File: config.mk
export PLATFORM = sky130hd
export DESIGN_NAME = csx_decoder
export DESIGN_NICKNAME = d
export VERILOG_FILES = /design/src/rtl/csx_pkg.sv /design/src/rtl/csx_addr.sv /design/src/rtl/csx_cmp.sv /design/src/rtl/csx_decoder.sv
export SDC_FILE = /design/constraint.sdc
export NUM_CORES = 1
export LEC_CHECK = 0
export ABC_CLOCK_PERIOD_IN_PS = 2290
export BUFFER_PORTS_ARGS = -buffer_cell sky130_fd_sc_hd__buf_2
export CAP_MARGIN = 40
export CORE_ASPECT_RATIO = 1.5
export CORE_MARGIN = 3
export CORE_UTILIZATION = 44
export CTS_BUF_LIST = sky130_fd_sc_hd__clkbuf_2 sky130_fd_sc_hd__clkbuf_4 sky130_fd_sc_hd__clkbuf_8
export DETAILED_ROUTE_END_ITERATION = 8
export GPL_TIMING_DRIVEN = 0
export PLACE_DENSITY = 0.74
export SLEW_MARGIN = 20
export SYNTH_ARGS = -nofsm -noshare
export SYNTH_HDL_FRONTEND = slang
export SYNTH_SLANG_ARGS = --single-unit
File: constraint.sdc
create_clock -name clock -period 2.29 [get_ports clock]
set_input_delay 0.1145 -clock clock [delete_from_list [all_inputs] [get_ports clock]]
set_output_delay 0.1145 -clock clock [all_outputs]
set_load 0.1 [all_outputs]
File: src/rtl/csx_pkg.sv
// Operation
// [RULE_01] compare file with working register, no flags
// [RULE_02] equal compare discards next word, two cycles
// [RULE_03] discarded two-word instruction costs third cycle
// [RULE_04] extension inactive unless enable bit set
// [RULE_05] eight extra pointer literal instructions when enabled
// [RULE_06] add literal to pointer; field three returns
// [RULE_07] subtract literal from pointer; field three returns
// [RULE_08] fixed word calls through working register
// [RULE_09] two-word indexed moves, bit seven selects form
// [RULE_10] push literal at pointer two, then decrement
// [RULE_11] pointer two add/subtract forms also return
// [RULE_12] access bit picks access bank or bank select
// [RULE_13] extension, access zero, low address indexes pointer two
`default_nettype none
package csx_pkg;
	// ==========================================
	// opcode patterns
	localparam logic [6:0] CSX_OP_CMPEQ = 7'h31; // 0110 001
	localparam logic [7:0] CSX_OP_EXT = 8'hE8; // 1110 10xx / 1110 1011
	localparam logic [5:0] CSX_OP_EXT_HI = 6'h3A; // 1110 10
	localparam logic [1:0] CSX_EXT_ADD = 2'h0;
	localparam logic [1:0] CSX_EXT_SUB = 2'h1;
	localparam logic [1:0] CSX_EXT_PUSH = 2'h2;
	localparam logic [1:0] CSX_EXT_MOVE = 2'h3;
	localparam logic [15:0] CSX_OP_CALL_VIA_WORKING_REG = 16'h0014;
	localparam logic [3:0] CSX_OP_SECOND = 4'hF; // second-word prefix
	localparam logic [1:0] CSX_PTR_TWO = 2'h2;
	localparam logic [1:0] CSX_PTR_RET = 2'h3;
	localparam logic [7:0] CSX_IDX_LIMIT = 8'h5F; // 95
	localparam logic [3:0] CSX_ACCESS_HI = 4'hF; // access bank upper part, from 0x60 up
	localparam logic [7:0] CSX_ACCESS_SPLIT = 8'h60;
	localparam logic [7:0] CSX_ONE = 8'h01;
	// ==========================================
	// operation codes presented to the datapath
	typedef enum logic [3:0] {
		CSX_NONE, CSX_CMP, CSX_ADDP, CSX_SUBP, CSX_ADDRET, CSX_SUBRET,
		CSX_CALL_VIA_WORKING_REG, CSX_PUSH, CSX_MOVE_INDEXED_TO_FILE, CSX_MOVE_INDEXED_TO_INDEXED, CSX_NOP
	} csx_op_type;
endpackage
`default_nettype wire

File: src/rtl/csx_addr.sv
`timescale 1ns/1ps
`default_nettype none
// file operand address formation
module csx_addr
(
	// operand fields
	input wire logic [7:0] file_addr,
	input wire logic access_bit,
	input wire logic ext_en,
	// pointer and bank
	input wire logic [3:0] bank_sel,
	input wire logic [11:0] ptr_two,
	// result
	output logic [11:0] eff_addr,
	output logic indexed
);
	// ==========================================
	// address mux
	always_comb
	begin
		indexed = 1'b0;
		if (access_bit) // [RULE_12]
		begin
			eff_addr = {bank_sel, file_addr};
		end
		else if (ext_en && file_addr <= csx_pkg::CSX_IDX_LIMIT) // [RULE_13]
		begin
			eff_addr = ptr_two + {4'h0, file_addr};
			indexed = 1'b1;
		end
		else
		begin
			// addresses below 0x60 to bank zero, 0x60 and up to special area
			eff_addr = (file_addr < csx_pkg::CSX_ACCESS_SPLIT) ? {4'h0, file_addr}
				: {csx_pkg::CSX_ACCESS_HI, file_addr};
		end
	end
endmodule // csx_addr
`default_nettype wire

File: src/rtl/csx_cmp.sv
`timescale 1ns/1ps
`default_nettype none
// unsigned subtract compare, no flags
module csx_cmp
(
	// operands
	input wire logic [7:0] file_val,
	input wire logic [7:0] work_val,
	// result
	output logic equal
);
	logic [7:0] diff; // difference, flags never leave here
	always_comb
	begin
		diff = file_val - work_val; // [RULE_01]
		equal = (diff == 8'h00);
	end
endmodule // csx_cmp
`default_nettype wire

File: src/rtl/csx_decoder.sv
`timescale 1ns/1ps
`default_nettype none
// decoder for compare-skip and the extended pointer group
module csx_decoder
(
	// clock and reset
	input wire logic clock,
	input wire logic rst_n,
	// configuration
	input wire logic ext_set_enable,
	// fetch side
	input wire logic instr_valid,
	input wire logic [15:0] instr_word,
	input wire logic instr_two_word,
	// datapath state
	input wire logic [7:0] file_data,
	input wire logic [7:0] working_register,
	input wire logic [3:0] bank_select_register,
	input wire logic [11:0] pointer_two,
	// decoded outputs
	output logic [3:0] op_code,
	output logic op_valid,
	output logic [1:0] ptr_sel,
	output logic [7:0] literal,
	output logic [11:0] addr_a,
	output logic [11:0] addr_b,
	output logic addr_indexed,
	output logic do_return,
	output logic do_call,
	output logic skip_flush,
	output logic busy
);
	// ==========================================
	// state
	typedef enum logic [1:0] {CSX_RUN, CSX_SKIP1, CSX_SKIP2, CSX_SECOND} csx_state_type;
	csx_state_type state_r, state_nxt;
	logic [3:0] op_r, op_nxt;
	logic valid_r, valid_nxt;
	logic [1:0] ptr_r, ptr_nxt;
	logic [7:0] lit_r, lit_nxt;
	logic [11:0] a_r, a_nxt, b_r, b_nxt;
	logic idx_r, idx_nxt, ret_r, ret_nxt, call_r, call_nxt, fl_r, fl_nxt;
	logic pend_ret_r, pend_ret_nxt; // return pending after pointer update
	logic pend_two_r, pend_two_nxt; // second cycle of a two-cycle op due next
	logic pend_mss_r, pend_mss_nxt; // second word is an indexed destination
	logic ext_en_r, ext_en_nxt; // configuration registered every cycle
	logic [11:0] eff; // formed file operand address
	logic eff_idx;
	logic equal; // compare outcome

	// ==========================================
	// helpers
	csx_addr u_addr (
		.file_addr(instr_word[7:0]),
		.access_bit(instr_word[8]),
		.ext_en(ext_en_r),
		.bank_sel(bank_select_register),
		.ptr_two(pointer_two),
		.eff_addr(eff),
		.indexed(eff_idx)
	);
	csx_cmp u_cmp (
		.file_val(file_data),
		.work_val(working_register),
		.equal(equal)
	);

	// indexed source/dest through pointer two
	function automatic logic [11:0] csx_idx(input logic [11:0] p, input logic [6:0] z);
		csx_idx = p + {5'h00, z};
	endfunction

	// ==========================================
	// next-state decode
	always_comb
	begin
		state_nxt = state_r;
		op_nxt = csx_pkg::CSX_NONE;
		valid_nxt = 1'b0;
		ptr_nxt = ptr_r;
		lit_nxt = lit_r;
		a_nxt = a_r;
		b_nxt = b_r;
		idx_nxt = 1'b0;
		ret_nxt = 1'b0;
		call_nxt = 1'b0;
		fl_nxt = 1'b0;
		pend_ret_nxt = 1'b0;
		pend_two_nxt = 1'b0;
		pend_mss_nxt = pend_mss_r;
		ext_en_nxt = ext_set_enable; // [RULE_04]
		unique case (state_r)
			CSX_RUN:
			begin
				// second cycle of a two-cycle op; fetch holds off while busy
				if (pend_two_r)
				begin
					ret_nxt = pend_ret_r; // [RULE_11]
					op_nxt = csx_pkg::CSX_NOP;
					valid_nxt = 1'b1;
				end
				else if (instr_valid)
				begin
					if (instr_word[15:9] == csx_pkg::CSX_OP_CMPEQ) // [RULE_01]
					begin
						op_nxt = csx_pkg::CSX_CMP;
						valid_nxt = 1'b1;
						a_nxt = eff;
						idx_nxt = eff_idx;
						if (equal) // [RULE_02]
						begin
							fl_nxt = 1'b1;
							state_nxt = CSX_SKIP1;
						end
					end
					else if (instr_word == csx_pkg::CSX_OP_CALL_VIA_WORKING_REG && ext_en_r) // [RULE_08]
					begin
						op_nxt = csx_pkg::CSX_CALL_VIA_WORKING_REG;
						valid_nxt = 1'b1;
						call_nxt = 1'b1;
						pend_two_nxt = 1'b1; // [RULE_08]
					end
					else if (ext_en_r && instr_word[15:10] == csx_pkg::CSX_OP_EXT_HI) // [RULE_05]
					begin
						valid_nxt = 1'b1;
						ptr_nxt = instr_word[7:6];
						lit_nxt = instr_word[7:0];
						unique case (instr_word[9:8])
							csx_pkg::CSX_EXT_ADD, csx_pkg::CSX_EXT_SUB:
							begin
								lit_nxt = {2'h0, instr_word[5:0]};
								if (instr_word[7:6] == csx_pkg::CSX_PTR_RET) // [RULE_06] [RULE_07]
								begin
									ptr_nxt = csx_pkg::CSX_PTR_TWO;
									pend_ret_nxt = 1'b1; // [RULE_11]
									pend_two_nxt = 1'b1; // [RULE_06] [RULE_07]
									op_nxt = (instr_word[8]) ? csx_pkg::CSX_SUBRET
										: csx_pkg::CSX_ADDRET;
								end
								else
								begin
									op_nxt = (instr_word[8]) ? csx_pkg::CSX_SUBP
										: csx_pkg::CSX_ADDP;
								end
							end
							csx_pkg::CSX_EXT_PUSH: // [RULE_10]
							begin
								op_nxt = csx_pkg::CSX_PUSH;
								ptr_nxt = csx_pkg::CSX_PTR_TWO;
								a_nxt = pointer_two;
								b_nxt = pointer_two - {4'h0, csx_pkg::CSX_ONE};
							end
							csx_pkg::CSX_EXT_MOVE: // [RULE_09]
							begin
								ptr_nxt = csx_pkg::CSX_PTR_TWO;
								a_nxt = csx_idx(pointer_two, instr_word[6:0]);
								pend_mss_nxt = instr_word[7];
								op_nxt = (instr_word[7]) ? csx_pkg::CSX_MOVE_INDEXED_TO_INDEXED
									: csx_pkg::CSX_MOVE_INDEXED_TO_FILE;
								state_nxt = CSX_SECOND;
							end
						endcase
					end
				end
			end
			CSX_SKIP1:
			begin
				// discarded word executes as a no-operation
				op_nxt = csx_pkg::CSX_NOP;
				valid_nxt = 1'b1;
				if (instr_two_word) // [RULE_03]
				begin
					fl_nxt = 1'b1;
					state_nxt = CSX_SKIP2;
				end
				else
				begin
					state_nxt = CSX_RUN;
				end
			end
			CSX_SKIP2:
			begin
				op_nxt = csx_pkg::CSX_NOP; // [RULE_03]
				valid_nxt = 1'b1;
				state_nxt = CSX_RUN;
			end
			CSX_SECOND:
			begin
				// wait for the second word, then resolve destination
				if (instr_valid && instr_word[15:12] == csx_pkg::CSX_OP_SECOND) // [RULE_09]
				begin
					op_nxt = op_r;
					valid_nxt = 1'b1;
					b_nxt = pend_mss_r ? csx_idx(pointer_two, instr_word[6:0])
						: instr_word[11:0];
					state_nxt = CSX_RUN;
				end
				else
				begin
					op_nxt = op_r;
				end
			end
		endcase
	end

	// ==========================================
	// registers
	always_ff @(posedge clock or negedge rst_n)
	begin
		if (!rst_n)
		begin
			state_r <= CSX_RUN;
			op_r <= csx_pkg::CSX_NONE;
			valid_r <= 1'b0;
			ptr_r <= 2'h0;
			lit_r <= 8'h00;
			a_r <= 12'h000;
			b_r <= 12'h000;
			idx_r <= 1'b0;
			ret_r <= 1'b0;
			call_r <= 1'b0;
			fl_r <= 1'b0;
			pend_ret_r <= 1'b0;
			pend_two_r <= 1'b0;
			pend_mss_r <= 1'b0;
			ext_en_r <= 1'b0; // inactive by default
		end
		else
		begin
			state_r <= state_nxt;
			op_r <= op_nxt;
			valid_r <= valid_nxt;
			ptr_r <= ptr_nxt;
			lit_r <= lit_nxt;
			a_r <= a_nxt;
			b_r <= b_nxt;
			idx_r <= idx_nxt;
			ret_r <= ret_nxt;
			call_r <= call_nxt;
			fl_r <= fl_nxt;
			pend_ret_r <= pend_ret_nxt;
			pend_two_r <= pend_two_nxt;
			pend_mss_r <= pend_mss_nxt;
			ext_en_r <= ext_en_nxt;
		end
	end

	// outputs straight from flops
	assign op_code = op_r;
	assign op_valid = valid_r;
	assign ptr_sel = ptr_r;
	assign literal = lit_r;
	assign addr_a = a_r;
	assign addr_b = b_r;
	assign addr_indexed = idx_r;
	assign do_return = ret_r;
	assign do_call = call_r;
	assign skip_flush = fl_r;
	assign busy = pend_two_r;
endmodule // csx_decoder
`default_nettype wire

==> report_table.html, run 1 <==
<table>
<tr><th>Metric</th><th>Value</th></tr>
<tr><th colspan="2">Pwr</th></tr>
<tr><td>Overall power</td><td>between 0.004 and 0.005 W</td></tr>
<tr><td>Total leakage power</td><td>~2.2 nW</td></tr>
<tr><td>Total power divided by cell area</td><td>933 mW/mm2</td></tr>
<tr><td>Worst-case vdd ir drop</td><td>0.000668 V</td></tr>
<tr><th colspan="2">Global routing</th></tr>
<tr><td>Largest net degree at the start of global routing</td><td>31</td></tr>
<tr><td>Global-route wire length before repair</td><td>approximately 18000 um</td></tr>
<tr><td>Gr usage total</td><td>23.9%</td></tr>
<tr><td>GR Overflow Total</td><td>0</td></tr>
<tr><td>Number of global-route vias before repair</td><td>3597</td></tr>
<tr><td>Number of antenna violations at the first check in global routing</td><td>0</td></tr>
<tr><th colspan="2">Worst setup path</th></tr>
<tr><td>Bufs and invs on worst path</td><td>2</td></tr>
<tr><td>Cell Chain, Critical Path</td><td>buf_2, ha_1, inv_1, fa_1, nand2b_1, a21oi_2, o211ai_1, a21oi_2, a211o_1, nand3_1, a221o_1</td></tr>
<tr><td>Register-to-register path setup slack</td><td>around 210 ps</td></tr>
<tr><td>Crit-path max FO</td><td>5</td></tr>
<tr><td>WS Path Type</td><td>in2reg</td></tr>
<tr><td>Type of destination of the critical path</td><td>register</td></tr>
<tr><td>Family with the most delay on the worst path</td><td>compound AO/OA/AOI/OAI gates</td></tr>
<tr><td>Most frequent cell on the critical path</td><td>sky130_fd_sc_hd__a21oi_2</td></tr>
<tr><td>Slowest cell on crit path</td><td>sky130_fd_sc_hd__fa_1</td></tr>
<tr><td>CP Launch Type</td><td>input port</td></tr>
<tr><td>Stage delay of the slowest cell on the critical path</td><td>380 ps</td></tr>
<tr><td>CP Data Required Time</td><td>2500 ps</td></tr>
<tr><td>CP Data Arrival Time</td><td>2390 ps</td></tr>
<tr><th colspan="2">Logic synthesis</th></tr>
<tr><td>Mapped Nets</td><td>between 500 and 600</td></tr>
<tr><td>Primary FF master, synth</td><td>sky130_fd_sc_hd__dfrtp_1</td></tr>
<tr><td>Top cells by instance count after synthesis</td><td>sky130_fd_sc_hd__nand2_1 (60), sky130_fd_sc_hd__dfrtp_1 (49), sky130_fd_sc_hd__nor2_1 (38)</td></tr>
<tr><td>Register area share after synthesis</td><td>33.2%</td></tr>
<tr><td>Mapped Avg Cell Area</td><td>just over 8 um2</td></tr>
<tr><td>Count of unique library cells instantiated by Yosys</td><td>a little over 60</td></tr>
<tr><td>Seq cells post-synth</td><td>49</td></tr>
<tr><td>Number of enable-type register cells in the synthesized netlist</td><td>0</td></tr>
<tr><td>Top cell type by total area after synthesis</td><td>sky130_fd_sc_hd__dfrtp_1</td></tr>
<tr><td>Most common cell in the netlist</td><td>sky130_fd_sc_hd__nand2_1</td></tr>
<tr><td>Main area contributors after synthesis</td><td>sky130_fd_sc_hd__dfrtp_1 (33%), sky130_fd_sc_hd__ha_1 (6.4%), sky130_fd_sc_hd__nand2_1 (6.1%)</td></tr>
<tr><td>Synth warnings</td><td>0</td></tr>
<tr><td>Mapped cell area</td><td>0.00370 mm2</td></tr>
<tr><td>Async set-reset flop share out of synthesis</td><td>100%</td></tr>
<tr><td>Share of the synthesized area in the top cell type</td><td>33.2%</td></tr>
<tr><td>Count of mapped cells out of synthesis</td><td>450</td></tr>
<tr><th colspan="2">Route</th></tr>
<tr><td>DR DRC count</td><td>0</td></tr>
<tr><td>Count of antenna-violating nets left after detailed routing</td><td>0</td></tr>
<tr><td>Length of the first detailed-routing pass in iterations</td><td>4</td></tr>
<tr><td>Via count</td><td>roughly 3700</td></tr>
<tr><td>Initial DRC Count</td><td>248</td></tr>
<tr><td>Vias per inst</td><td>5.70</td></tr>
<tr><td>Routed Wire Length</td><td>11300 um</td></tr>
<tr><td>Wire per inst</td><td>17.2 um</td></tr>
<tr><th colspan="2">Die</th></tr>
<tr><td>Starting density of the core</td><td>between 40% and 50%</td></tr>
<tr><td>Io pins</td><td>97</td></tr>
<tr><td>Core footprint</td><td>0.00811 mm2</td></tr>
<tr><td>Std cell rows</td><td>40</td></tr>
<tr><td>Die Width</td><td>about 81 um</td></tr>
<tr><td>Die H</td><td>around 120 um</td></tr>
<tr><td>Die area</td><td>0.00956 mm2</td></tr>
<tr><th colspan="2">Cells and area</th></tr>
<tr><td>Ratio of cells with drive above 1 in the final layout</td><td>22.3%</td></tr>
<tr><td>Area Growth Syn to Fin</td><td>20.7%</td></tr>
<tr><td>Antenna cells</td><td>0</td></tr>
<tr><td>Final cell count without fillers</td><td>657</td></tr>
<tr><td>Total Nets Final</td><td>624</td></tr>
<tr><th colspan="2">STA</th></tr>
<tr><td>Number of failing setup endpoints in the final timing report</td><td>0</td></tr>
<tr><td>Final hold violations</td><td>0</td></tr>
<tr><td>Max_slew headroom</td><td>between 60% and 70%</td></tr>
<tr><td>Worst setup skew after layout</td><td>5.02 ps</td></tr>
<tr><td>Worst hold margin</td><td>roughly 33 ps</td></tr>
<tr><td>Final Cycle Share</td><td>95.2%</td></tr>
<tr><td>Max Fclk</td><td>around 0.46 GHz</td></tr>
<tr><td>Tightest Pin Transition</td><td>550 ps</td></tr>
<tr><td>Fin crit period</td><td>2180 ps</td></tr>
<tr><td>Unrepaired setup endpoints after global routing</td><td>no</td></tr>
<tr><td>Pins Over Slew Limit</td><td>0</td></tr>
<tr><th colspan="2">Status</th></tr>
<tr><td>Outcome</td><td>completed</td></tr>
<tr><th colspan="2">Clock network</th></tr>
<tr><td>Clock sink total</td><td>49</td></tr>
<tr><td>Clock slew at reported path FFs</td><td>90 ps</td></tr>
<tr><td>TritonCTS clock tree</td><td>yes</td></tr>
<tr><td>Latest clock arrival within the worst-skew pair</td><td>320 ps</td></tr>
<tr><td>Clock Tree Buf Depth</td><td>2</td></tr>
<tr><td>Inserted Clock Buffers</td><td>5</td></tr>
<tr><td>Root Buffer</td><td>sky130_fd_sc_hd__clkbuf_8</td></tr>
<tr><td>Buffers inserted by post-CTS timing repair</td><td>0</td></tr>
<tr><td>H-tree depth</td><td>2</td></tr>
<tr><th colspan="2">Hold path</th></tr>
<tr><td>Class of the most critical hold timing path</td><td>in2reg</td></tr>
<tr><th colspan="2">Placed design</th></tr>
<tr><td>Count of buffers inserted at the top-level ports</td><td>93</td></tr>
<tr><td>Final GP Congestion</td><td>roughly 0.94</td></tr>
<tr><td>Post-DP HPWL</td><td>8990 um</td></tr>
<tr><td>Placed Cells incl. Taps</td><td>around 650</td></tr>
<tr><th colspan="2">Flow run</th></tr>
<tr><td>Max-capacitance violation count</td><td>0</td></tr>
</table>
-- final cells by class --
type                            count  area (um2)
Multi-Input combinational cell    352        2290
Clock inverter                      2        37.5
Fill cell                         815        3640
Buffer                             25         113
Tap cell                          105         131
Timing Repair Buffer               96         505
Sequential cell                    49        1230
Clock buffer                        6        82.6
Inverter                           22        82.6
-- cell families (layout without fill, tap and decap cells) --
family                   Yosys count  count (layout)  synth area share (%)
adder cells (fa/ha/maj)           20              20                  6.97
AND/OR/NAND/NOR                  162             162                  20.8
multiplexers                      15              15                  4.23
buffers and inverters             49             151                  5.41
flip-flops                        49              49                  33.2
XOR/XNOR                          25              25                  5.92
AO/OA/AOI/OAI                    130             130                  23.5
-- stage by stage --
step | util (%) | setup TNS (ps) | worst slack (ps) | cell area (um2)
finish | 55.1 | 0 | 110 | 4470
global route | 55.1 | 0 | 32.9 | 4470
CTS | 55.0 | 0 | 29.5 | 4460
detailed placement | 53.2 | -1480 | -341 | 4320
global placement | 53.0 | -1310 | -337 | 4300
floorplan | - | 0 | 143 | 3700
-- worst paths after layout --
kind | from | endpoint | cells after the start
min in group asynchronous | rst_n | addr_b[3] | 2
max in group asynchronous | rst_n | busy | 3
hold reg to reg | addr_a[1] | addr_a[1] | 2
hold / removal | instr_two_word | skip_flush | 3
setup / recovery | instr_word[0] | addr_a[10] | 11
setup reg to reg | state_r[1] | addr_a[9] | 9
-- layout by cell type, fill, tap and decap left out, types with 9 or more instances in the layout --
master	n
sky130_fd_sc_hd__nand3_1	11
sky130_fd_sc_hd__nand2_1	60
sky130_fd_sc_hd__dfrtp_1	48
sky130_fd_sc_hd__o21ai_0	26
sky130_fd_sc_hd__xnor2_1	14
sky130_fd_sc_hd__buf_2	94
sky130_fd_sc_hd__ha_1	18
sky130_fd_sc_hd__a211oi_1	15
sky130_fd_sc_hd__mux2i_1	10
sky130_fd_sc_hd__xor2_1	11
sky130_fd_sc_hd__inv_1	22
sky130_fd_sc_hd__clkbuf_1	18
sky130_fd_sc_hd__a21oi_1	24
sky130_fd_sc_hd__nor3_1	10
sky130_fd_sc_hd__nor2b_1	9
sky130_fd_sc_hd__nor2_1	37
-- per-layer routing --
layer	GRT usage [%]	wire length (um)	vias to the layer above
li1	-	-	1828
met1	30.8	4780	1782
met2	40.5	5840	124
met3	2.67	473	14
met4	8.25	218	0
met5	0	0	-
-- report_power, final --
part	switching [W]	internal, W
sequential	0.0000909	0.00105
combinational	0.00184	0.000526
clock	0.000310	0.000355
-- state kept, by name (all words and copies together) (netlist names), 2 cells and up --
register and cells:
addr_a 12, addr_b 12, literal 8, op_code 4, ptr_sel 2, state_r 2
-- worst min-delay path, delay by kind of cell --
family | cells | cell delay (ps)
AOI/OAI and AO/OA | 1 | 70
buffers and inverters | 1 | 80
and+or+nand+nor | 1 | 50
-- what timing repair did --
| action | CTS | global route |
|---|---|---|
| hold buffers | 2 | 0 |
| hold endpoints to repair | 20 | 0 |
| pin swaps | 0 | 1 |
| endpoints found under the setup margin | 13 | 23 |
| gates resized for setup | 2 | 6 |
(Power assumes the default switching activity.)
==> run 2: changes to the inputs <==
--- a/config.mk
+++ b/config.mk
@@ -9,9 +9,10 @@
 export BUFFER_PORTS_ARGS = -buffer_cell sky130_fd_sc_hd__buf_2
 export CAP_MARGIN = 40
 export CORE_ASPECT_RATIO = 1.5
-export CORE_MARGIN = 3
+export CORE_MARGIN = 2
 export CORE_UTILIZATION = 44
 export CTS_BUF_LIST = sky130_fd_sc_hd__clkbuf_2 sky130_fd_sc_hd__clkbuf_4 sky130_fd_sc_hd__clkbuf_8
+export CTS_CLUSTER_DIAMETER = 30
 export DETAILED_ROUTE_END_ITERATION = 8
 export GPL_TIMING_DRIVEN = 0
 export PLACE_DENSITY = 0.74
==> run 2 against run 1 <==
Non-clock buffer count is 2 higher. Sequential cell count did not move. Routed wire length decreased by 1.2%. Final cell count grew 0.61%. Via count is 1.8% lower. Combinational power barely moved. Die area fell by 4.1%. Total power is 0.36% higher. Register-to-register slack got worse by 30 ps. Sequential share of layout area down 0.11 points. Fmax up 3.1%. Global-route usage increased by 0.82 points. Largest cell class unchanged.
==> report_table.html, run 2 (same netlist as run 1, synthesis figures left out) <==
<table>
<tr><th>Metric</th><th>Value</th></tr>
<tr><th colspan="2">Flow run</th></tr>
<tr><td>Max-capacitance violation count</td><td>0</td></tr>
<tr><th colspan="2">Worst setup path</th></tr>
<tr><td>Crit-path max FO</td><td>5</td></tr>
<tr><td>CP Launch Type</td><td>input port</td></tr>
<tr><td>Slowest cell on crit path</td><td>sky130_fd_sc_hd__fa_1</td></tr>
<tr><td>WS Path Type</td><td>in2reg</td></tr>
<tr><td>Type of destination of the critical path</td><td>register</td></tr>
<tr><td>CP Data Arrival Time</td><td>around 2300 ps</td></tr>
<tr><td>Stage delay of the slowest cell on the critical path</td><td>~390 ps</td></tr>
<tr><td>CP Data Required Time</td><td>2490 ps</td></tr>
<tr><td>Most frequent cell on the critical path</td><td>sky130_fd_sc_hd__a21oi_2</td></tr>
<tr><td>Cell Chain, Critical Path</td><td>buf_2, ha_1, inv_1, fa_1, nand2b_1, a21oi_2, o211ai_1, a21oi_2, a211o_1, nand3_1, a221o_1</td></tr>
<tr><th colspan="2">Die</th></tr>
<tr><td>Die Width</td><td>78.9 um</td></tr>
<tr><td>Io pins</td><td>97</td></tr>
<tr><td>Starting density of the core</td><td>44.5%</td></tr>
<tr><td>Die area</td><td>about 0.0092 mm2</td></tr>
<tr><td>Core footprint</td><td>0.00831 mm2</td></tr>
<tr><td>Std cell rows</td><td>41</td></tr>
<tr><td>Die H</td><td>116 um</td></tr>
<tr><th colspan="2">Pwr</th></tr>
<tr><td>Worst-case vdd ir drop</td><td>0.000704 V</td></tr>
<tr><td>Total leakage power</td><td>2.16 nW</td></tr>
<tr><td>Overall power</td><td>~0.0042 W</td></tr>
<tr><td>Total power divided by cell area</td><td>932 mW/mm2</td></tr>
<tr><th colspan="2">Clock network</th></tr>
<tr><td>Latest clock arrival within the worst-skew pair</td><td>310 ps</td></tr>
<tr><td>Inserted Clock Buffers</td><td>5</td></tr>
<tr><td>TritonCTS clock tree</td><td>yes</td></tr>
<tr><td>Clock slew at reported path FFs</td><td>about 90 ps</td></tr>
<tr><td>H-tree depth</td><td>2</td></tr>
<tr><td>Clock sink total</td><td>49</td></tr>
<tr><td>Root Buffer</td><td>sky130_fd_sc_hd__clkbuf_8</td></tr>
<tr><td>Clock Tree Buf Depth</td><td>2</td></tr>
<tr><th colspan="2">Cells and area</th></tr>
<tr><td>Antenna cells</td><td>0</td></tr>
<tr><td>Ratio of cells with drive above 1 in the final layout</td><td>~23%</td></tr>
<tr><td>Final core utilization</td><td>a little over half</td></tr>
<tr><td>Sequential cell area</td><td>0.00123 mm2</td></tr>
<tr><td>Most common cell after layout, fill and taps aside</td><td>sky130_fd_sc_hd__buf_2</td></tr>
<tr><td>Area Growth Syn to Fin</td><td>21.2%</td></tr>
<tr><td>Number of filler instances in the final layout</td><td>852</td></tr>
<tr><td>Total Nets Final</td><td>between 600 and 700</td></tr>
<tr><td>Top library cells by usage in the layout, fill and taps aside</td><td>sky130_fd_sc_hd__buf_2 (94), sky130_fd_sc_hd__nand2_1 (60), sky130_fd_sc_hd__dfrtp_1 (48)</td></tr>
<tr><td>Multi-input combinational cell area</td><td>about 0.0023 mm2</td></tr>
<tr><th colspan="2">Global routing</th></tr>
<tr><td>Number of antenna violations at the first check in global routing</td><td>0</td></tr>
<tr><td>Global-route wire length before repair</td><td>17600 um</td></tr>
<tr><td>GR Overflow Total</td><td>0</td></tr>
<tr><td>Gr usage total</td><td>24.7%</td></tr>
<tr><td>Number of global-route vias before repair</td><td>approximately 3500</td></tr>
<tr><td>Largest net degree at the start of global routing</td><td>28</td></tr>
<tr><th colspan="2">STA</th></tr>
<tr><td>Pins Over Slew Limit</td><td>0</td></tr>
<tr><td>Unrepaired setup endpoints after global routing</td><td>no</td></tr>
<tr><td>Number of failing setup endpoints in the final timing report</td><td>0</td></tr>
<tr><td>Final Cycle Share</td><td>92.4%</td></tr>
<tr><td>Worst setup skew after layout</td><td>approximately 9.8 ps</td></tr>
<tr><td>Tightest Pin Transition</td><td>573 ps</td></tr>
<tr><td>Fin crit period</td><td>2120 ps</td></tr>
<tr><td>Max Fclk</td><td>approximately 0.47 GHz</td></tr>
<tr><td>Final hold violations</td><td>0</td></tr>
<tr><td>Max_slew headroom</td><td>61.8%</td></tr>
<tr><th colspan="2">Hold path</th></tr>
<tr><td>Class of the most critical hold timing path</td><td>in2reg</td></tr>
<tr><th colspan="2">Route</th></tr>
<tr><td>Wire per inst</td><td>16.9 um</td></tr>
<tr><td>Initial DRC Count</td><td>approximately 190</td></tr>
<tr><td>Routed Wire Length</td><td>11200 um</td></tr>
<tr><td>Vias per inst</td><td>approximately 5.6</td></tr>
<tr><td>Length of the first detailed-routing pass in iterations</td><td>4</td></tr>
<tr><td>Via count</td><td>3680</td></tr>
<tr><td>DR DRC count</td><td>0</td></tr>
<tr><td>Count of antenna-violating nets left after detailed routing</td><td>0</td></tr>
<tr><th colspan="2">Placed design</th></tr>
<tr><td>Count of buffers inserted at the top-level ports</td><td>93</td></tr>
<tr><td>Post-DP HPWL</td><td>8970 um</td></tr>
<tr><td>Final GP Congestion</td><td>0.943</td></tr>
<tr><th colspan="2">Status</th></tr>
<tr><td>Outcome</td><td>completed</td></tr>
</table>
==> run 2: per-stage QoR <==
step                      cells  TNS [ps]  worst slack, ps  hold slack [ps]  cell area (um2)
after floorplan             450         0              143             -181             3700
after global placement      650     -1630             -314              225             4300
after detailed placement    651     -1970             -348              143             4320
after CTS                   660         0             36.2             58.8             4460
after global routing        661         0             2.78             70.8             4480
final                       661         0              175             66.3             4480
==> run 2: report_power, final <==
part | switching, W | internal, W | total [W]
Combinational | 0.00184 | 0.000528 | 0.00237
Clock | 0.000301 | 0.000368 | 0.000670
Sequential | 0.0000945 | 0.00105 | 0.00114
Total | 0.00224 | 0.00194 | 0.00418
==> run 2: final cells by class <==
cell class / count / area share [%]
clock buffers: 7 / 2.01
multi-input cells: 352 / 51.0
clock inverters: 1 / 0.670
well taps: 107 / 2.99
plain buffers: 25 / 2.51
flip-flops and latches: 49 / 27.4
repair buffers: 98 / 11.6
inverters: 22 / 1.84
==> run 2: path summary, 6_finish.rpt <==
| kind | from | to | slack, ps | cells past startpoint |
|---|---|---|---|---|
| max | instr_word[0] | addr_a[10] | 170 | 11 |
| min | instr_two_word | skip_flush | 70 | 3 |
| max reg2reg | state_r[0] | addr_b[5] | 180 | 7 |
| min reg2reg | ptr_sel[0] | ptr_sel[0] | 480 | 2 |
| max in group asynchronous | rst_n | busy | 1420 | 3 |
| min in group asynchronous | rst_n | skip_flush | 320 | 2 |
==> run 2: routing by layer <==
metal | vias up | wire [um] | track usage (%)
met4 | 0 | 184 | 7.01
met1 | 1754 | 4750 | 30.8
li1 | 1827 | - | -
met5 | - | 0 | 0
met3 | 13 | 512 | 2.63
met2 | 86 | 5740 | 45.1
==> run 2: critical path, delay by kind of cell <==
| kind | cells | cell delay [ps] |
|---|---|---|
| buffers and inverters | 2 | 200 |
| adders and majority gates | 2 | 590 |
| and+or+nand+nor | 2 | 260 |
| AOI/OAI and AO/OA | 5 | 1140 |
==> run 2: what timing repair did <==
item	in CTS	in global routing
buffers inserted	0	2
hold buffers	2	0
pin swaps	0	1
endpoints found under the hold margin	23	0
resized for setup	3	4
endpoints found under the setup margin	13	23
==> run 3: changes to the inputs <==
--- a/config.mk
+++ b/config.mk
@@ -8,14 +8,13 @@
 export ABC_CLOCK_PERIOD_IN_PS = 2290
 export BUFFER_PORTS_ARGS = -buffer_cell sky130_fd_sc_hd__buf_2
 export CAP_MARGIN = 40
-export CORE_ASPECT_RATIO = 1.5
 export CORE_MARGIN = 2
 export CORE_UTILIZATION = 44
 export CTS_BUF_LIST = sky130_fd_sc_hd__clkbuf_2 sky130_fd_sc_hd__clkbuf_4 sky130_fd_sc_hd__clkbuf_8
-export CTS_CLUSTER_DIAMETER = 30
+export CTS_CLUSTER_DIAMETER = 40
 export DETAILED_ROUTE_END_ITERATION = 8
 export GPL_TIMING_DRIVEN = 0
-export PLACE_DENSITY = 0.74
+export PLACE_DENSITY = 0.68
 export SLEW_MARGIN = 20
 export SYNTH_ARGS = -nofsm -noshare
 export SYNTH_HDL_FRONTEND = slang
==> run 3 against run 2 <==
Largest cell class unchanged. Fmax is 1.3% lower. Sequential power hardly changed. Via count is 2.4% higher. Sequential cell count stayed put. Clock skew is 0.98 ps lower.
==> report_table.html, run 3 (same netlist as run 1, synthesis figures left out) <==
<table>
<tr><th>Metric</th><th>Value</th></tr>
<tr><th colspan="2">Route</th></tr>
<tr><td>Vias per inst</td><td>5.73</td></tr>
<tr><td>Count of antenna-violating nets left after detailed routing</td><td>0</td></tr>
<tr><td>Initial DRC Count</td><td>157</td></tr>
<tr><td>Via count</td><td>3769</td></tr>
<tr><td>Routed Wire Length</td><td>11100 um</td></tr>
<tr><td>Wire per inst</td><td>16.9 um</td></tr>
<tr><td>DR DRC count</td><td>0</td></tr>
<tr><td>Length of the first detailed-routing pass in iterations</td><td>5</td></tr>
<tr><th colspan="2">Pwr</th></tr>
<tr><td>Net Sw Frac</td><td>54.4%</td></tr>
<tr><td>Fraction of power consumed by sequential logic</td><td>between 20 and 30%</td></tr>
<tr><td>Total leakage power</td><td>2.16 nW</td></tr>
<tr><td>Total power divided by cell area</td><td>932 mW/mm2</td></tr>
<tr><td>Combinational share of power</td><td>57.2%</td></tr>
<tr><td>Worst-case vdd ir drop</td><td>~0.00090 V</td></tr>
<tr><td>Clock power share</td><td>15.7%</td></tr>
<tr><td>Internal power summed over all cells</td><td>around 0.0019 W</td></tr>
<tr><td>Net Sw Power</td><td>between 0.002 and 0.0025 W</td></tr>
<tr><th colspan="2">STA</th></tr>
<tr><td>Setup_tns</td><td>0 ps</td></tr>
<tr><td>Pins Over Slew Limit</td><td>0</td></tr>
<tr><td>Final hold violations</td><td>0</td></tr>
<tr><td>Final Cycle Share</td><td>93.6%</td></tr>
<tr><td>Max_slew headroom</td><td>a little under three fifths</td></tr>
<tr><td>Worst setup skew after layout</td><td>8.81 ps</td></tr>
<tr><td>Worst hold margin</td><td>34.5 ps</td></tr>
<tr><td>Crit path setup slack, layout</td><td>146 ps</td></tr>
<tr><td>Number of failing setup endpoints in the final timing report</td><td>0</td></tr>
<tr><td>Tightest Pin Transition</td><td>663 ps</td></tr>
<tr><td>Fin crit period</td><td>2140 ps</td></tr>
<tr><td>Unrepaired setup endpoints after global routing</td><td>no</td></tr>
<tr><td>Max Fclk</td><td>0.466 GHz</td></tr>
<tr><th colspan="2">Clock network</th></tr>
<tr><td>TritonCTS clock tree</td><td>yes</td></tr>
<tr><td>Inserted Clock Buffers</td><td>5</td></tr>
<tr><td>H-tree depth</td><td>2</td></tr>
<tr><td>Latest clock arrival within the worst-skew pair</td><td>between 300 and 400 ps</td></tr>
<tr><td>Clock Tree Buf Depth</td><td>2</td></tr>
<tr><td>Clock slew at reported path FFs</td><td>90 ps</td></tr>
<tr><td>Root Buffer</td><td>sky130_fd_sc_hd__clkbuf_8</td></tr>
<tr><td>Clock sink total</td><td>between 40 and 50</td></tr>
<tr><th colspan="2">Placed design</th></tr>
<tr><td>Dpl ws</td><td>-372 ps</td></tr>
<tr><td>Final GP Congestion</td><td>0.953</td></tr>
<tr><td>Count of buffers inserted at the top-level ports</td><td>93</td></tr>
<tr><td>Post-DP HPWL</td><td>8700 um</td></tr>
<tr><th colspan="2">Worst setup path</th></tr>
<tr><td>Type of destination of the critical path</td><td>register</td></tr>
<tr><td>Endpoint of the worst register-to-register path</td><td>addr_a[9]</td></tr>
<tr><td>WS Path Type</td><td>in2reg</td></tr>
<tr><td>Register-to-register path setup slack</td><td>170 ps</td></tr>
<tr><td>R2R cell count</td><td>9</td></tr>
<tr><td>Worst reg2reg path startpoint</td><td>state_r[0]</td></tr>
<tr><td>CP Launch Type</td><td>input port</td></tr>
<tr><td>CP Data Arrival Time</td><td>2350 ps</td></tr>
<tr><td>CP Data Required Time</td><td>2490 ps</td></tr>
<tr><td>Crit-path max FO</td><td>5</td></tr>
<tr><th colspan="2">Die</th></tr>
<tr><td>Die Width</td><td>95.7 um</td></tr>
<tr><td>Std cell rows</td><td>33</td></tr>
<tr><td>Io pins</td><td>97</td></tr>
<tr><td>Die area</td><td>0.00916 mm2</td></tr>
<tr><td>Core footprint</td><td>0.00818 mm2</td></tr>
<tr><td>Die H</td><td>roughly 96 um</td></tr>
<tr><td>Starting density of the core</td><td>between 40% and 50%</td></tr>
<tr><th colspan="2">Global routing</th></tr>
<tr><td>Global-route wire length before repair</td><td>17500 um</td></tr>
<tr><td>Grt met2 use</td><td>39.5%</td></tr>
<tr><td>Number of global-route vias before repair</td><td>3573</td></tr>
<tr><td>Number of antenna violations at the first check in global routing</td><td>0</td></tr>
<tr><td>Met1 demand-to-capacity share in global routing</td><td>33.4%</td></tr>
<tr><td>Largest net degree at the start of global routing</td><td>29</td></tr>
<tr><td>Most used routing layer</td><td>met2</td></tr>
<tr><td>Global routing met3 resource utilization</td><td>3.56%</td></tr>
<tr><td>GR Overflow Total</td><td>0</td></tr>
<tr><td>Gr usage total</td><td>24.7%</td></tr>
<tr><th colspan="2">Hold path</th></tr>
<tr><td>HP Start</td><td>instr_two_word</td></tr>
<tr><td>Terminating pin of the worst hold path</td><td>skip_flush</td></tr>
<tr><td>Worst hold path cell count</td><td>3</td></tr>
<tr><td>Class of the most critical hold timing path</td><td>in2reg</td></tr>
<tr><th colspan="2">Status</th></tr>
<tr><td>Outcome</td><td>completed</td></tr>
<tr><th colspan="2">Cells and area</th></tr>
<tr><td>Number of filler instances in the final layout</td><td>815</td></tr>
<tr><td>Antenna cells</td><td>0</td></tr>
<tr><td>Ratio of cells with drive above 1 in the final layout</td><td>23.1%</td></tr>
<tr><td>Area Growth Syn to Fin</td><td>21.3%</td></tr>
<tr><td>Top library cells by usage in the layout, fill and taps aside</td><td>sky130_fd_sc_hd__buf_2 (93), sky130_fd_sc_hd__nand2_1 (60), sky130_fd_sc_hd__dfrtp_1 (48)</td></tr>
<tr><td>Sequential cell area</td><td>0.00123 mm2</td></tr>
<tr><td>Multi-input combinational cell area</td><td>0.00230 mm2</td></tr>
<tr><td>Total Nets Final</td><td>625</td></tr>
<tr><td>Most common cell after layout, fill and taps aside</td><td>sky130_fd_sc_hd__buf_2</td></tr>
<tr><th colspan="2">Flow run</th></tr>
<tr><td>Max-capacitance violation count</td><td>0</td></tr>
</table>
run 3: metrics by stage:
step                cells  cell area [um2]  util [%]  total power [W]
detailed placement    649             4320      52.8          0.00351
finish                658             4490      54.9          0.00418
CTS                   657             4450      54.5          0.00418
floorplan             450             3700         -          0.00303
global route          658             4490      54.9          0.00438
global placement      648             4300      52.6          0.00348
run 3: layout make-up:
cell class	count	area share, %
multi-input combinational	352	51.3
sequential	49	27.3
timing repair buffer	97	11.4
tap	105	2.93
buffer	25	2.59
inverter	22	1.84
clock buffer	5	1.53
clock inverter	3	1.03
run 3: how the worst max path moves through the flow:
stage	slack, ps	cells after the start	endpoint	start
floorplan	140	9	addr_a[9]	busy
global placement	-360	11	addr_b[10]	instr_word[0]
detailed placement	-370	11	addr_b[10]	instr_word[0]
CTS	10	11	addr_b[10]	instr_word[0]
global route	4	9	addr_a[9]	state_r[1]
finish	150	11	addr_a[10]	instr_word[0]
run 3: per-layer routing:
metal	vias to the layer above	part of all wire [%]	routed length [um]
met1	1770	44	4900
met4	0	3.0	330
li1	1828	-	-
met3	25	5.8	648
met5	-	0	0
met2	146	47	5220
run 3: worst max-delay path, stage by stage:
cell,delay (ps)
sky130_fd_sc_hd__buf_2,140
sky130_fd_sc_hd__ha_2,210
sky130_fd_sc_hd__inv_1,50
sky130_fd_sc_hd__fa_1,400
sky130_fd_sc_hd__nand2b_4,170
sky130_fd_sc_hd__a21oi_2,200
sky130_fd_sc_hd__or4_1,150
sky130_fd_sc_hd__or3b_1,380
sky130_fd_sc_hd__nand2_1,90
sky130_fd_sc_hd__nand3_1,80
sky130_fd_sc_hd__a221o_1,340
run 3: power by group through the flow:
| stage | Sequential [W] | Combinational [W] | Clock [W] |
|---|---|---|---|
| 6_report | 0.00114 | 0.00239 | 0.000655 |
| 2_1_floorplan | 0.00229 | 0.000743 | 0 |
| 5_1_grt | 0.00116 | 0.00253 | 0.000690 |
| 3_5_place_dp | 0.00115 | 0.00236 | 0 |
| 3_3_place_gp | 0.00115 | 0.00233 | 0 |
| 4_1_cts | 0.00114 | 0.00238 | 0.000664 |
run 3: timing repair:
item                       in CTS  in global routing
hold buffers                    2                  0
gates resized for setup         3                 12
hold endpoints to repair       22                  0
pin swaps                       0                  4
buffers inserted                0                  1
setup endpoints to repair      14                 16
